## config.mk

```make
export PLATFORM = sky130hd
export DESIGN_NAME = pdc_master
export DESIGN_NICKNAME = d
export VERILOG_FILES = /design/src/pdc_pkg.sv /design/src/pdc_master.sv /design/src/pdc_rx_decode.sv
export SDC_FILE = /design/constraint.sdc
export NUM_CORES = 1
export LEC_CHECK = 0
export ABC_AREA = 0
export BUFFER_PORTS_ARGS = -buffer_cell sky130_fd_sc_hd__clkbuf_2
export CORE_ASPECT_RATIO = 2
export CORE_MARGIN = 2
export CORE_UTILIZATION = 40
export CTS_CLUSTER_SIZE = 12
export DETAILED_ROUTE_END_ITERATION = 6
export HOLD_SLACK_MARGIN = 0.02
export PLACE_DENSITY = 0.78
export SETUP_SLACK_MARGIN = 0.2
export SYNTH_ARGS = -nofsm -noshare
export SYNTH_HDL_FRONTEND = slang
export SYNTH_SLANG_ARGS = --single-unit
```

## constraint.sdc

```tcl
create_clock -name sys_clk_i -period 1.8 [get_ports sys_clk_i]
set_input_delay 0.09 -clock sys_clk_i [delete_from_list [all_inputs] [get_ports sys_clk_i]]
set_output_delay 0.09 -clock sys_clk_i [all_outputs]
set_load 0.005 [all_outputs]
```

## src/pdc_pkg.sv

```systemverilog
package pdc_pkg;

    localparam int ID_W = 11;
    localparam int MAC_W = 6;
    localparam int G1C_W = 4;
    localparam int G2C_W = 3;

    // Group boundaries
    localparam logic [10:0] G1_LAST = 11'h3FF;
    localparam logic [10:0] G2_LAST = 11'h5FF;
    localparam logic [10:0] G3_LAST = 11'h7BF;
    localparam logic [10:0] G4_LAST = 11'h7EF;
    localparam logic [1:0] G2_PREFIX = 2'h2;
    localparam logic G1_PREFIX = 1'h0;

    // Group-one codes sent by the slave
    localparam logic [3:0] G1_MC_POLL_RSP = 4'hC;
    localparam logic [3:0] G1_COS_DATA = 4'hD;
    localparam logic [3:0] G1_STROBE_RSP = 4'hE;
    localparam logic [3:0] G1_POLL_RSP = 4'hF;

    // Group-two codes
    localparam logic [2:0] G2_STROBE_CMD = 3'h0;
    localparam logic [2:0] G2_MC_POLL_CMD = 3'h1;
    localparam logic [2:0] G2_COS_ACK = 3'h2;
    localparam logic [2:0] G2_SLAVE_EXPL = 3'h3;
    localparam logic [2:0] G2_EXPL_REQ = 3'h4;
    localparam logic [2:0] G2_POLL_CMD = 3'h5;
    localparam logic [2:0] G2_UNCONN_REQ = 3'h6;
    localparam logic [2:0] G2_DUP_CHECK = 3'h7;

    localparam logic [5:0] MAC_DEFAULT = 6'h01;
    localparam logic [5:0] MAC_MAX = 6'h3F;

    typedef enum logic [3:0] {
        PDC_GRP_1 = 4'h1,
        PDC_GRP_2 = 4'h2,
        PDC_GRP_3 = 4'h4,
        PDC_GRP_4 = 4'h8
    } pdc_group_t;

    // Kind of message the master wants to send
    typedef enum logic [2:0] {
        PDC_CMD_STROBE = 3'h0,
        PDC_CMD_MC_POLL = 3'h1,
        PDC_CMD_COS_ACK = 3'h2,
        PDC_CMD_EXPL = 3'h4,
        PDC_CMD_POLL = 3'h5,
        PDC_CMD_UNCONN = 3'h6,
        PDC_CMD_DUP = 3'h7
    } pdc_cmd_t;

    // Kind of frame the master has received from a slave
    typedef enum logic [3:0] {
        PDC_RX_NONE = 4'h0,
        PDC_RX_MC_POLL_RSP = 4'h1,
        PDC_RX_COS_DATA = 4'h2,
        PDC_RX_STROBE_RSP = 4'h3,
        PDC_RX_POLL_RSP = 4'h4,
        PDC_RX_EXPL_RSP = 4'h5,
        PDC_RX_DUP_CHECK = 4'h6,
        PDC_RX_OTHER = 4'h7
    } pdc_rx_kind_t;

    typedef enum logic [2:0] {
        PDC_ST_IDLE = 3'h1,
        PDC_ST_EXPL = 3'h2,
        PDC_ST_IO = 3'h4
    } pdc_state_t;

    function automatic pdc_group_t pdc_group_of(input logic [10:0] id);
        if (id <= G1_LAST)
            return PDC_GRP_1;
        else if (id <= G2_LAST)
            return PDC_GRP_2;
        else if (id <= G3_LAST)
            return PDC_GRP_3;
        else
            return PDC_GRP_4;
    endfunction

    function automatic logic [10:0] pdc_g2_id(input logic [5:0] mac,
                                              input logic [2:0] code);
        return {G2_PREFIX, mac, code};
    endfunction

endpackage

```

## src/pdc_master.sv

```systemverilog
module pdc_master
    import pdc_pkg::*;
(
    // Clock and reset
    input wire logic sys_clk_i,
    input wire logic srst_i,
    // Master's own station address
    input wire logic [5:0] own_mac_i,
    // Command request from the master application
    input wire logic cmd_valid_i,
    output logic cmd_ready_o,
    input wire pdc_cmd_t cmd_kind_i,
    input wire logic [5:0] cmd_mac_i,
    // Identifier to the CAN controller
    output logic tx_valid_o,
    input wire logic tx_ready_i,
    output logic [10:0] tx_id_o,
    // Identifier from the CAN controller
    input wire logic rx_valid_i,
    input wire logic [10:0] rx_id_i,
    // Received frame report
    output logic rx_evt_o,
    output pdc_rx_kind_t rx_kind_o,
    output logic [5:0] rx_mac_o,
    output logic rx_expected_o,
    // Connection status
    output logic expl_open_o,
    output logic io_open_o,
    output logic cmd_error_o
);

    // ------------------------------------------------------------
    // Command acceptance
    // ------------------------------------------------------------
    pdc_state_t state_reg;
    pdc_state_t state_next;
    logic [5:0] target_reg;
    logic tx_busy_reg;
    logic cmd_ok;
    logic [10:0] id_next;
    logic take;

    always_comb
    begin
        // I/O commands are refused until the I/O connection exists
        cmd_ok = 1'b1;
        case (cmd_kind_i)
            PDC_CMD_POLL, PDC_CMD_STROBE, PDC_CMD_MC_POLL, PDC_CMD_COS_ACK:
                cmd_ok = (state_reg == PDC_ST_IO);
            default:
                cmd_ok = 1'b1;
        endcase
        if (cmd_mac_i > MAC_MAX)
            cmd_ok = 1'b0;
    end

    always_comb
    begin
        case (cmd_kind_i)
            PDC_CMD_STROBE:
                id_next = pdc_g2_id(own_mac_i, G2_STROBE_CMD);
            PDC_CMD_MC_POLL:
                id_next = pdc_g2_id(cmd_mac_i, G2_MC_POLL_CMD);
            PDC_CMD_COS_ACK:
                id_next = pdc_g2_id(cmd_mac_i, G2_COS_ACK);
            PDC_CMD_EXPL:
                id_next = pdc_g2_id(cmd_mac_i, G2_EXPL_REQ);
            PDC_CMD_POLL:
                id_next = pdc_g2_id(cmd_mac_i, G2_POLL_CMD);
            PDC_CMD_UNCONN:
                id_next = pdc_g2_id(cmd_mac_i, G2_UNCONN_REQ);
            default:
                id_next = pdc_g2_id(cmd_mac_i, G2_DUP_CHECK);
        endcase
    end

    assign cmd_ready_o = !tx_busy_reg;
    assign take = cmd_valid_i && cmd_ready_o;
    assign tx_valid_o = tx_busy_reg;

    // ------------------------------------------------------------
    // Transmit holding register
    // ------------------------------------------------------------
    // One identifier in flight; a second command waits on cmd_ready_o
    // so an identifier on offer can never be overwritten
    always_ff @(posedge sys_clk_i)
    begin
        if (srst_i)
        begin
            tx_busy_reg <= 1'b0;
            tx_id_o <= 11'h000;
        end
        else if (take && cmd_ok)
        begin
            tx_busy_reg <= 1'b1;
            tx_id_o <= id_next;
        end
        else if (tx_busy_reg && tx_ready_i)
            tx_busy_reg <= 1'b0;
    end

    always_ff @(posedge sys_clk_i)
    begin
        if (srst_i)
            cmd_error_o <= 1'b0;
        else
            cmd_error_o <= take && !cmd_ok;
    end

    // ------------------------------------------------------------
    // Connection state
    // ------------------------------------------------------------
    // Opening is counted on explicit request issue, and the I/O
    // connection on the explicit answer of the explicit target.
    // Only a reset closes a connection; there is no close command.
    always_comb
    begin
        state_next = state_reg;
        case (state_reg)
            PDC_ST_IDLE:
                if (take && cmd_ok && cmd_kind_i == PDC_CMD_EXPL)
                    state_next = PDC_ST_EXPL;
            PDC_ST_EXPL:
                if (rx_evt_o && rx_kind_o == PDC_RX_EXPL_RSP
                    && rx_mac_o == target_reg)
                    state_next = PDC_ST_IO;
            PDC_ST_IO:
                state_next = PDC_ST_IO;
            default:
                state_next = PDC_ST_IDLE;
        endcase
    end

    always_ff @(posedge sys_clk_i)
    begin
        if (srst_i)
            state_reg <= PDC_ST_IDLE;
        else
            state_reg <= state_next;
    end

    always_ff @(posedge sys_clk_i)
    begin
        if (srst_i)
            target_reg <= MAC_DEFAULT;
        else if (take && cmd_ok && cmd_kind_i == PDC_CMD_EXPL)
            target_reg <= cmd_mac_i;
    end

    assign expl_open_o = (state_reg != PDC_ST_IDLE);
    assign io_open_o = (state_reg == PDC_ST_IO);

    // ------------------------------------------------------------
    // Receive side
    // ------------------------------------------------------------
    pdc_group_t dec_group;

    pdc_rx_decode u_rx_decode (
        .sys_clk_i(sys_clk_i),
        .srst_i(srst_i),
        .rx_valid_i(rx_valid_i),
        .rx_id_i(rx_id_i),
        .dec_valid_o(rx_evt_o),
        .dec_group_o(dec_group),
        .dec_kind_o(rx_kind_o),
        .dec_mac_o(rx_mac_o)
    );

    // Frames from other slaves are reported but flagged unexpected
    // A report left over from reset is never expected
    always_comb
    begin
        rx_expected_o = 1'b0;
        if (dec_group == PDC_GRP_1 || dec_group == PDC_GRP_2)
            rx_expected_o = (rx_mac_o == target_reg)
                            && (rx_kind_o != PDC_RX_NONE)
                            && (rx_kind_o != PDC_RX_OTHER);
    end

    // hold on the bus and in the slaves; the CAN
    // controller arbitrates, and group one answers outrank commands.

    // ------------------------------------------------------------
    // Checks
    // ------------------------------------------------------------
    a_poll_needs_io: assert property (@(posedge sys_clk_i)
        disable iff (srst_i)
        cmd_valid_i && cmd_ready_o && cmd_kind_i == PDC_CMD_POLL
        && !io_open_o |=> !tx_valid_o && cmd_error_o)
        else $error("poll sent without connection");

    a_strobe_format: assert property (@(posedge sys_clk_i)
        disable iff (srst_i)
        take && cmd_ok && cmd_kind_i == PDC_CMD_STROBE
        |=> tx_id_o == {G2_PREFIX, $past(own_mac_i), G2_STROBE_CMD})
        else $error("strobe identifier wrong");

    a_expl_format: assert property (@(posedge sys_clk_i)
        disable iff (srst_i)
        take && cmd_ok && cmd_kind_i == PDC_CMD_EXPL
        |=> tx_valid_o && tx_id_o[8:3] == $past(cmd_mac_i)
        && tx_id_o[2:0] == G2_EXPL_REQ)
        else $error("explicit identifier wrong");

    a_poll_format: assert property (@(posedge sys_clk_i)
        disable iff (srst_i)
        take && cmd_ok && cmd_kind_i == PDC_CMD_POLL
        |=> tx_id_o[2:0] == G2_POLL_CMD
        && tx_id_o[8:3] == $past(cmd_mac_i))
        else $error("poll identifier wrong");

    a_mc_poll_code: assert property (@(posedge sys_clk_i)
        disable iff (srst_i)
        take && cmd_ok && cmd_kind_i == PDC_CMD_MC_POLL
        |=> tx_id_o[2:0] == G2_MC_POLL_CMD
        && tx_id_o[8:3] == $past(cmd_mac_i))
        else $error("multicast poll code wrong");

    a_ack_code: assert property (@(posedge sys_clk_i)
        disable iff (srst_i)
        take && cmd_ok && cmd_kind_i == PDC_CMD_COS_ACK
        |=> tx_id_o[2:0] == G2_COS_ACK
        && tx_id_o[8:3] == $past(cmd_mac_i))
        else $error("acknowledge code wrong");

    a_unconn_code: assert property (@(posedge sys_clk_i)
        disable iff (srst_i)
        take && cmd_ok && cmd_kind_i == PDC_CMD_UNCONN
        |=> tx_id_o[2:0] == G2_UNCONN_REQ
        && tx_id_o[8:3] == $past(cmd_mac_i))
        else $error("unconnected request code wrong");

    a_dup_code: assert property (@(posedge sys_clk_i)
        disable iff (srst_i)
        take && cmd_ok && cmd_kind_i == PDC_CMD_DUP
        |=> tx_id_o[2:0] == G2_DUP_CHECK
        && tx_id_o[8:3] == $past(cmd_mac_i))
        else $error("duplicate check code wrong");

    a_tx_in_group2: assert property (@(posedge sys_clk_i)
        disable iff (srst_i)
        tx_valid_o |-> tx_id_o[10:9] == G2_PREFIX)
        else $error("command outside group two");

    a_tx_held: assert property (@(posedge sys_clk_i)
        disable iff (srst_i)
        tx_valid_o && !tx_ready_i |=> tx_valid_o && $stable(tx_id_o))
        else $error("identifier dropped before taken");

    a_tx_release: assert property (@(posedge sys_clk_i)
        disable iff (srst_i)
        tx_valid_o && tx_ready_i |=> !tx_valid_o)
        else $error("identifier offered twice");

    // Commands stay above group one so group-one slave answers win arbitration
    a_cmd_low_prio: assert property (@(posedge sys_clk_i)
        disable iff (srst_i)
        tx_valid_o |-> tx_id_o > G1_LAST)
        else $error("command in group one");

    a_refused_quiet: assert property (@(posedge sys_clk_i)
        disable iff (srst_i)
        take && !io_open_o && (cmd_kind_i == PDC_CMD_STROBE
        || cmd_kind_i == PDC_CMD_MC_POLL || cmd_kind_i == PDC_CMD_COS_ACK)
        |=> cmd_error_o && !tx_valid_o)
        else $error("io command sent without connection");

    a_expl_accepted: assert property (@(posedge sys_clk_i)
        disable iff (srst_i)
        take && cmd_kind_i == PDC_CMD_EXPL
        |=> tx_valid_o && !cmd_error_o && expl_open_o)
        else $error("explicit request refused");

    // ------------------------------------------------------------
    // Receive checks
    // ------------------------------------------------------------

    a_io_after_rsp: assert property (@(posedge sys_clk_i)
        disable iff (srst_i)
        state_reg == PDC_ST_EXPL && rx_evt_o
        && rx_kind_o == PDC_RX_EXPL_RSP && rx_mac_o == target_reg
        |=> io_open_o)
        else $error("io connection did not open");

    a_poll_rsp_kind: assert property (@(posedge sys_clk_i)
        disable iff (srst_i)
        rx_valid_i && rx_id_i[10:6] == {G1_PREFIX, G1_POLL_RSP}
        |=> rx_kind_o == PDC_RX_POLL_RSP
        && rx_mac_o == $past(rx_id_i[5:0]))
        else $error("poll response decode wrong");

    a_rx_mac_g2: assert property (@(posedge sys_clk_i)
        disable iff (srst_i)
        rx_valid_i && rx_id_i[10:9] == G2_PREFIX
        |=> rx_mac_o == $past(rx_id_i[8:3]))
        else $error("group two address decode wrong");

    // Groups three and four carry nothing this connection set uses
    a_rx_other_far: assert property (@(posedge sys_clk_i)
        disable iff (srst_i)
        rx_valid_i && rx_id_i > G2_LAST
        |=> rx_kind_o == PDC_RX_OTHER)
        else $error("group three or four decode wrong");

    a_io_needs_rsp: assert property (@(posedge sys_clk_i)
        disable iff (srst_i)
        $rose(io_open_o) |-> $past(rx_evt_o)
        && $past(rx_kind_o) == PDC_RX_EXPL_RSP)
        else $error("io connection opened without response");

endmodule // pdc_master

```

## src/pdc_rx_decode.sv

```systemverilog
module pdc_rx_decode
    import pdc_pkg::*;
(
    // Clock and reset
    input wire logic sys_clk_i,
    input wire logic srst_i,
    // Received identifier
    input wire logic rx_valid_i,
    input wire logic [10:0] rx_id_i,
    // Decoded result
    output logic dec_valid_o,
    output pdc_group_t dec_group_o,
    output pdc_rx_kind_t dec_kind_o,
    output logic [5:0] dec_mac_o
);

    pdc_group_t grp;
    pdc_rx_kind_t kind;
    logic [5:0] mac;

    always_comb
    begin
        grp = pdc_group_of(rx_id_i);
        kind = PDC_RX_OTHER;
        mac = rx_id_i[5:0];
        if (grp == PDC_GRP_1)
        begin
            case (rx_id_i[9:6])
                G1_MC_POLL_RSP: kind = PDC_RX_MC_POLL_RSP;
                G1_COS_DATA: kind = PDC_RX_COS_DATA;
                G1_STROBE_RSP: kind = PDC_RX_STROBE_RSP;
                G1_POLL_RSP: kind = PDC_RX_POLL_RSP;
                default: kind = PDC_RX_OTHER;
            endcase
        end
        else if (grp == PDC_GRP_2)
        begin
            mac = rx_id_i[8:3];
            if (rx_id_i[2:0] == G2_SLAVE_EXPL)
                kind = PDC_RX_EXPL_RSP;
            else if (rx_id_i[2:0] == G2_DUP_CHECK)
                kind = PDC_RX_DUP_CHECK;
        end
    end

    always_ff @(posedge sys_clk_i)
    begin
        if (srst_i)
        begin
            dec_valid_o <= 1'b0;
            dec_group_o <= PDC_GRP_1;
            dec_kind_o <= PDC_RX_NONE;
            dec_mac_o <= 6'h00;
        end
        else
        begin
            dec_valid_o <= rx_valid_i;
            if (rx_valid_i)
            begin
                dec_group_o <= grp;
                dec_kind_o <= kind;
                dec_mac_o <= mac;
            end
        end
    end

    a_dec_latency: assert property (@(posedge sys_clk_i) disable iff (srst_i)
        rx_valid_i |=> dec_valid_o)
        else $error("decode valid missing");

    a_dec_group_two: assert property (@(posedge sys_clk_i)
        disable iff (srst_i)
        rx_valid_i && rx_id_i[10:9] == G2_PREFIX
        |=> dec_group_o == PDC_GRP_2)
        else $error("group two decode wrong");

endmodule // pdc_rx_decode

```

## Word level (Yosys, flattened, before mapping)

Cells that the tools add are included.
Widths: inputs -> output; s select.

- Bits in registers: 37
- Bits of input ports: 31
- Output and inout bits: 28
- Word-level logic and storage cells: 73

- $lt $le $gt $ge: 4
- Equality and inequality tests: 24
- Mux-type cells: 19
- Reduce and logical (&&, ||, !) cells: 17

Operators with widths:

| cell | number |
|---|---|
| $pmux 9 s6 | 1 |
| $mux 4 | 6 |
| $le 11x11->1 const B | 2 |
| $eq 4x4->1 const B | 4 |
| $eq 3x3->1 const B | 5 |
| $mux 6 | 2 |
| $pmux 3 s4 | 1 |
| $le 11x10->1 const B | 1 |
| $eq 3x2->1 const B | 3 |
| $logic_and 1x1->1 | 9 |
| $pmux 3 s3 | 1 |
| $eq 4x1->1 const B | 2 |
| $eq 4x2->1 const B | 2 |
| $eq 3x1->1 const B | 2 |
| $eq 6x6->1 | 1 |
| $gt 6x6->1 const B | 1 |
| $mux 1 | 6 |
| $mux 3 | 2 |
| $eq 4x3->1 const B | 1 |
| $ne 2x2->1 const B | 2 |
| $ne 4x3->1 const B | 1 |
| $reduce_bool 4->1 | 1 |
| $reduce_or 4->1 | 1 |
| $logic_not 3->1 | 1 |
| 5 further kinds | 6 |

## Depth between registers and ports, before layout

Gate-level depths: netlist (run 1).

- Word-level depth: 8
- Mapped depth: 5
- Mapped depth without buffers: 4

## Hierarchy

A second synthesis (run 1) with hierarchy kept.

- Cell total of the unflattened synthesis: 177
- Area, all modules: 1655.3 sq um

Modules (own cells, without submodules):

| module | times used | cells an instance | area an instance (sq um) | sequential area each (sq um) |
|---|---|---|---|---|
| pdc_master | 1 | 108 | 1026.0 | 420.4 |
| pdc_rx_decode | 1 | 69 | 629.4 | 280.3 |

## Worst setup path before layout (run 1)

OpenSTA, ideal clock, no wires.

- Kind: register to register
- From: register tx_busy_reg (netlist: tx_valid_o)
- To: register state_reg[0]
- Library setup time: 114 ps
- Arrival time: 1475 ps
- Data required time: 1686 ps
- Slack: 212 ps
- Stages on the path, launching flop included: 6
- Buffers on the path: 1
- Period minus slack after synthesis: 1588 ps
- Cell sequence: dfxtp_1 nand2b_4 or4b_4 buf_6 or2_1 a21o_1

- Longest elaborated chain between the ends: 6

RTL lines:

| what | line | RTL |
|---|---|---|
| start: declaration | pdc_master.sv:38 | `logic tx_busy_reg;` |
| start signal: assignment | pdc_master.sv:90 | `tx_busy_reg <= 1'b0;` |
| start signal: assignment | pdc_master.sv:95 | `tx_busy_reg <= 1'b1;` |
| start signal: assignment | pdc_master.sv:99 | `tx_busy_reg <= 1'b0;` |
| $logic_not 1->1 | pdc_master.sv:77 | `assign cmd_ready_o = !tx_busy_reg;` |
| $logic_and 1x1->1 | pdc_master.sv:78 | `assign take = cmd_valid_i && cmd_ready_o;` |
| $logic_and 1x1->1 (2 in a row) | pdc_master.sv:121 | `if (take && cmd_ok && cmd_kind_i == PDC_CMD_EXPL)` |
| $ne 2x2->1 (no source line) | -- |  |
| $reduce_and 2->1 (no source line) | -- |  |
| end signal: assignment | pdc_master.sv:139 | `state_reg <= state_next;` |
| end: declaration | pdc_master.sv:35 | `pdc_state_t state_reg;` |

Every way passes these cells.
A chain may end at the register's enable or synchronous reset.

## Final worst setup path (run 1)

- From: register u_rx_decode.dec_mac_o[2]
- To: output rx_expected_o

- Longest elaborated chain between the ends: 4

RTL lines:

| what | line | RTL |
|---|---|---|
| start: declaration | pdc_rx_decode.sv:14 | `output logic [5:0] dec_mac_o` |
| start signal: assignment | pdc_rx_decode.sv:62 | `dec_mac_o <= mac;` |
| $eq 6x6->1 | pdc_master.sv:175 | `rx_expected_o = (rx_mac_o == target_reg)` |
| $logic_and 1x1->1 | pdc_master.sv:176 | `&& (rx_kind_o != PDC_RX_NONE)` |
| $logic_and 1x1->1 | pdc_master.sv:177 | `&& (rx_kind_o != PDC_RX_OTHER);` |
| $mux 1 | pdc_master.sv:174 | `if (dec_group == PDC_GRP_1 \|\| dec_group == PDC_GRP_2)` |
| end: declaration | pdc_master.sv:25 | `output logic rx_expected_o,` |

Every way passes these cells.

==> impl_metrics.ini, run 1 <==
[run_status]
status = completed

[routing]
drc_errors = 0
antenna_left = 0
wl_um = 3600
drt_iter0_markers = 9
via_count = 1420
wire_per_inst_um = 12.41
avgViaCountPerCell = 4.897
firstDrtPassIters = 2

[worst_setup_path]
critPathRequiredTime_ns = 1.71
crit_arrival_ns = 1.62
crit_type = reg -> out
endpoint_kind = primary output
worstSetupStartpointType = flip-flop
worstPathMaxFanout = 3

[final_layout]
num-nets-final = 269
n_fill_cell = 393
final_layout_size_suffix_gt1_frac = 0.3556
final_cells = 290
largest_reg_flops = 10
area_growth_pct = 28.42
diodes = 0

[logic_synthesis]
ys_ff_latch = 35
synthArstFlopShare = 0
seq_area_frac_synth = 0.4301
synth_area_um2 = 1629
avgSynthCellArea_um2 = 9.204
netlist_top_cells_area = dfxtp_1, mux2i_1, nor2_1
synth_top_area_frac = 0.4301
yosys_warnings = 0
yosysTopAreaCell = dfxtp_1
synth_edf_count = 0
synth_cell_types = 40
synth_cells = 177
synth_flop_cell = dfxtp_1

[pwr]
comb_power_share = 0.153
switching_share = 0.2598
p_switching_w = 0.0004422
p_seq_frac = 0.498
power_density_nw_per_um2 = 813.6
p_clk_frac = 0.348
p_leak_nw = 0.9719
p_int_w = 0.001260
vdd.ir_drop.worst_uv = 603.6

[cts]
clock_path_buffers = 2
root_buffer = clkbuf_8
clk_latency_ns = 0.29
cts_max_level = 2
clock_sinks = 35
cts_buffers = 5
clk_pin_slew_ns = 0.07
tritoncts = yes

[floorplanning]
fp.dieW_um = 49.13
io_pins = 59
initial_core_util = 0.4195
rows = 32
die_y_um = 94.25
core_area_um2 = 3884
die_area_um2 = 4630

[place]
io_buffer_count = 56
placed_cells = 278
detailed_place_hpwl_um = 2841
gp_congestion = 0.8674

[sta]
hold_viol = 0
max_freq_mhz = 583.7
period_share = 0.9517
slew_viol_final = 0
setup_viol_count_final = 0
finalCriticalPeriod_ns = 1.713
rsz0062_at_grt = yes
fin_setup_tns_ns = 0
clock_skew_ns = 0.009315

[worst_hold_path]
hp-class = in -> reg

[global_route]
grt_pass1_wl_um = 5892
grt.total_usage = 0.1681
grt_max_degree = 27
antenna_found_initial = 0
grt_pass1_vias = 1280
gr-total-overflow = 0

[flow_run]
maxCapViolCount = 0
per-layer routing:
metal / up-vias / part of all wire / track usage
li1: 735 / - / -
met1: 643 / 0.36 / 0.1647
met2: 37 / 0.57 / 0.3187
met3: 5 / 0.038 / 0.03662
met4: 0 / 0.023 / 0.08571
met5: - / 0 / 0
per-stage QoR:
stage,cell area [um^2],hold slack [ns],power [W],util,worst slack (ns)
finish,2092,0.06270,0.001702,0.5387,0.08686
global route,2092,0.08330,0.001784,0.5387,-0.05100
CTS,2077,0.06388,0.001723,0.5348,0.03549
detailed placement,1946,0.3657,0.001119,0.5010,0.1075
global placement,1946,0.3539,0.001113,0.5010,0.09371
floorplan,1633,0.2339,0.001009,-,0.2116
cells by family (layout without fill, tap and decap cells):
kind of cell	Yosys count	after routing	synth area share
compound gates	30	30	0.1390
simple gates	66	66	0.2082
buf+inv	17	78	0.05375
mux	21	21	0.1290
xor+xnor	7	7	0.03764
flops	35	35	0.4301
other cells	1	2	0.002302
area by class of cell:
class / count / area (um^2) / share of cell area
sequential: 35 / 705.7 / 0.3373
clock inverter: 1 / 8.758 / 0.004187
inverter: 5 / 18.77 / 0.008971
multi-input combinational: 126 / 857.1 / 0.4097
clock buffer: 7 / 86.33 / 0.04127
timing repair buffer: 65 / 351.6 / 0.1681
tap: 51 / 63.81 / 0.03050
synthesized netlist by cell type (all sizes together), types with 2 or more instances:
master / instances
nand2: 8
nor3: 3
a21o: 2
inv: 5
dfxtp: 35
buf: 8
mux2i: 21
clkbuf: 4
nor2b: 3
nor2: 30
nand2b: 7
a211oi: 14
o21ai: 2
a21oi: 6
nand4: 2
nand3: 5
xor2: 6
critical path, stage by stage, from the launching register on:
cell	delay (ns)
dfxtp_2	0.34
xor2_1	0.15
nor4_2	0.33
nand2_1	0.12
a2111oi_2	0.22
buf_2	0.17
cell usage in the layout, fill, tap and decap left out, types with 6 or more instances in the layout:
cell type  instances
nor2_1            30
nand2b_1           6
clkbuf_8           6
dfxtp_1           31
clkbuf_2          55
mux2i_1           21
buf_4              8
nand2_1            8
xor2_1             6
a211oi_1          13
power groups by stage:
stage               sequential [W]  clock, W  combinational, W
floorplan                 0.000865         0          0.000144
global placement          0.000863         0          0.000250
detailed placement        0.000865         0          0.000254
CTS                       0.000848  0.000614          0.000261
global route              0.000854  0.000638          0.000292
finish                    0.000848  0.000593          0.000261
path summary, 6_finish.rpt:
kind | cells after the start | from | slack, ns | endpoint
max | 5 | u_rx_decode.dec_mac_o[2]$_SDFFE_PP0P_ | 0.09 | rx_expected_o
min | 3 | cmd_mac_i[5] | 0.06 | target_reg[5]$_SDFFE_PP0P_
max reg2reg | 4 | tx_valid_o$_SDFFE_PP0P_ | 0.27 | state_reg[0]$_SDFFE_PP1P_
min reg2reg | 2 | tx_id_o[10]$_SDFFE_PP0P_ | 0.47 | tx_id_o[10]$_SDFFE_PP0P_
repair_timing:
action / 4_1_cts / 5_1_grt
hold buffers: 0 / 0
setup buffers: 3 / 1
setup endpoints to repair: 2 / 5
resized for setup: 4 / 5
hold endpoints to repair: 0 / 0
pin swaps: 4 / 3
Power figures use the tool's default switching activity.
==> run 2, diff against run 1 <==
--- a/config.mk
+++ b/config.mk
@@ -10,10 +10,12 @@
 export CORE_ASPECT_RATIO = 2
 export CORE_MARGIN = 2
 export CORE_UTILIZATION = 40
+export CTS_CLUSTER_DIAMETER = 100
 export CTS_CLUSTER_SIZE = 12
 export DETAILED_ROUTE_END_ITERATION = 6
 export HOLD_SLACK_MARGIN = 0.02
 export PLACE_DENSITY = 0.78
+export RECOVER_POWER = 50
 export SETUP_SLACK_MARGIN = 0.2
 export SYNTH_ARGS = -nofsm -noshare
 export SYNTH_HDL_FRONTEND = slang
==> constraint.sdc (replaced) <==
create_clock -name sys_clk_i -period 1.8 [get_ports sys_clk_i]
set_input_delay 0 -clock sys_clk_i [delete_from_list [all_inputs] [get_ports sys_clk_i]]
set_output_delay 0 -clock sys_clk_i [all_outputs]
set_load 0.005 [all_outputs]
==> run 2 against run 1 <==
- the run now ends with max-capacitance violations, max-slew violations left
- utilization increased by 1.4 points
- largest cell class unchanged
- wire length up 1.4%
- non-clock buffer count grew 6
==> impl_metrics.ini, run 2 (synthesis results as in run 1) <==
[global_route]
grt.total_usage = 0.1730
grt_pass1_wl_um = 6099
gr-total-overflow = 0
grt_pass1_vias = 1406
grt_max_degree = 37
antenna_found_initial = 0

[routing]
wire_per_inst_um = 12.33
avgViaCountPerCell = 4.865
drc_errors = 0
firstDrtPassIters = 4
via_count = 1440
drt_iter0_markers = 15
wl_um = 3651
antenna_left = 0

[place]
detailed_place_hpwl_um = 2826
postPlaceCellArea_um2 = 1938
io_buffer_count = 56
gp_congestion = 0.8267

[floorplanning]
die_y_um = 94.25
fp.dieW_um = 49.13
io_pins = 59
initial_core_util = 0.4195
die_area_um2 = 4630
rows = 32
core_area_um2 = 3884

[final_layout]
num-nets-final = 275
largest_reg_flops = 10
n_fill_cell = 382
layout_common_cells = clkbuf_2, dfxtp_1, nor2_1, mux2i_1, a211oi_1
final_area_um2 = 2145
final_common_cell = clkbuf_2
final_layout_size_suffix_gt1_frac = 0.2816
diodes = 0
area_growth_pct = 31.64
utilization = 0.5522

[cts]
clock_path_buffers = 2
root_buffer = clkbuf_8
clock_sinks = 35
clk_pin_slew_ns = 0.07
clk_latency_ns = 0.28
tritoncts = yes
cts_max_level = 2
cts_buffers = 5

[sta]
max_freq_mhz = 622.6
clock_skew_ns = 0.005791
slew_headroom = -0.03025
slew_viol_final = 37
whs_ns = 0.02977
setup_viol_count_final = 0
worst_pin_slew_ns = 1.545
finalCriticalPeriod_ns = 1.606
period_share = 0.8923
fin_setup_tns_ns = 0
hold_viol = 0
rsz0062_at_grt = yes

[worst_setup_path]
worstPathMaxFanout = 3
crit_arrival_ns = 1.61
r2r_cells = 5
worstSetupStartpointType = flip-flop
critPathRequiredTime_ns = 1.80
endpoint_kind = primary output
crit_type = reg -> out

[flow_run]
maxCapViolCount = 1

[pwr]
p_leak_nw = 0.9631
p_total_w = 0.001735
vdd.ir_drop.worst_uv = 664.1
power_density_nw_per_um2 = 809.2

[run_status]
violations = max-capacitance violations, max-slew violations
status = complete, but fails checks

[worst_hold_path]
hp-class = in -> reg
hold_path_depth = 3
run 2: cell types whose count changed in the layout (fill, tap and decap cells not counted):
cell	previous run	this run
clkinv_4	1	0
buf_4	8	6
dlygate4sd3_1	0	8
clkbuf_8	6	7
dfxtp_1	31	34
clkbuf_1	1	11
buf_1	0	1
clkbuf_2	55	44
dfxtp_2	4	1
run 2: worst max-delay path, cell delays in order (launching register included):
cell,delay [ns]
dfxtp_1,0.33
xor2_1,0.16
nor4_2,0.34
nand2_1,0.12
a2111oi_2,0.21
buf_2,0.17
run 2: what timing repair did:
item | CTS | global route
pin swaps | 3 | 4
buffers inserted | 0 | 3
hold endpoints to repair | 8 | 0
hold buffers | 8 | 0
setup endpoints to repair | 1 | 4
resized for setup | 5 | 3
run 2: final timing paths:
kind / startpoint / endpoint / slack, ns
worst max-delay path: u_rx_decode.dec_mac_o[3]$_SDFFE_PP0P_ / rx_expected_o / 0.19
worst min register to register: tx_id_o[10]$_SDFFE_PP0P_ / tx_id_o[10]$_SDFFE_PP0P_ / 0.48
worst min-delay path: rx_id_i[9] / u_rx_decode.dec_group_o[3]$_SDFFE_PP0P_ / 0.03
worst max register to register: tx_valid_o$_SDFFE_PP0P_ / target_reg[5]$_SDFFE_PP0P_ / 0.22
run 2: per-stage QoR:
step / std cells / worst slack [ns]
6_report: 296 / 0.1939
3_5_place_dp: 277 / 0.1829
3_3_place_gp: 277 / 0.1534
2_1_floorplan: 178 / 0.2116
5_1_grt: 296 / 0.06547
4_1_cts: 293 / 0.1449
run 2: report_power, final:
| part | internal (W) | switching [W] |
|---|---|---|
| clock | 0.000349 | 0.000270 |
| sequential | 0.000818 | 0.0000303 |
| combinational | 0.000133 | 0.000135 |
run 2: area by class of cell:
cell class / count / area [um^2] / area share
clock buffer: 8 / 100.1 / 0.04667
tap: 51 / 63.81 / 0.02975
sequential: 35 / 701.9 / 0.3273
inverter: 5 / 18.77 / 0.008751
multi-input combinational: 126 / 857.1 / 0.3996
timing repair buffer: 71 / 402.9 / 0.1879
run 2: routing by layer:
metal	up-vias	share of wire	GRT usage
li1	749	-	-
met1	642	0.37	0.1633
met3	8	0.039	0.04140
met4	0	0.029	0.08333
met5	-	0	0
met2	41	0.56	0.3345
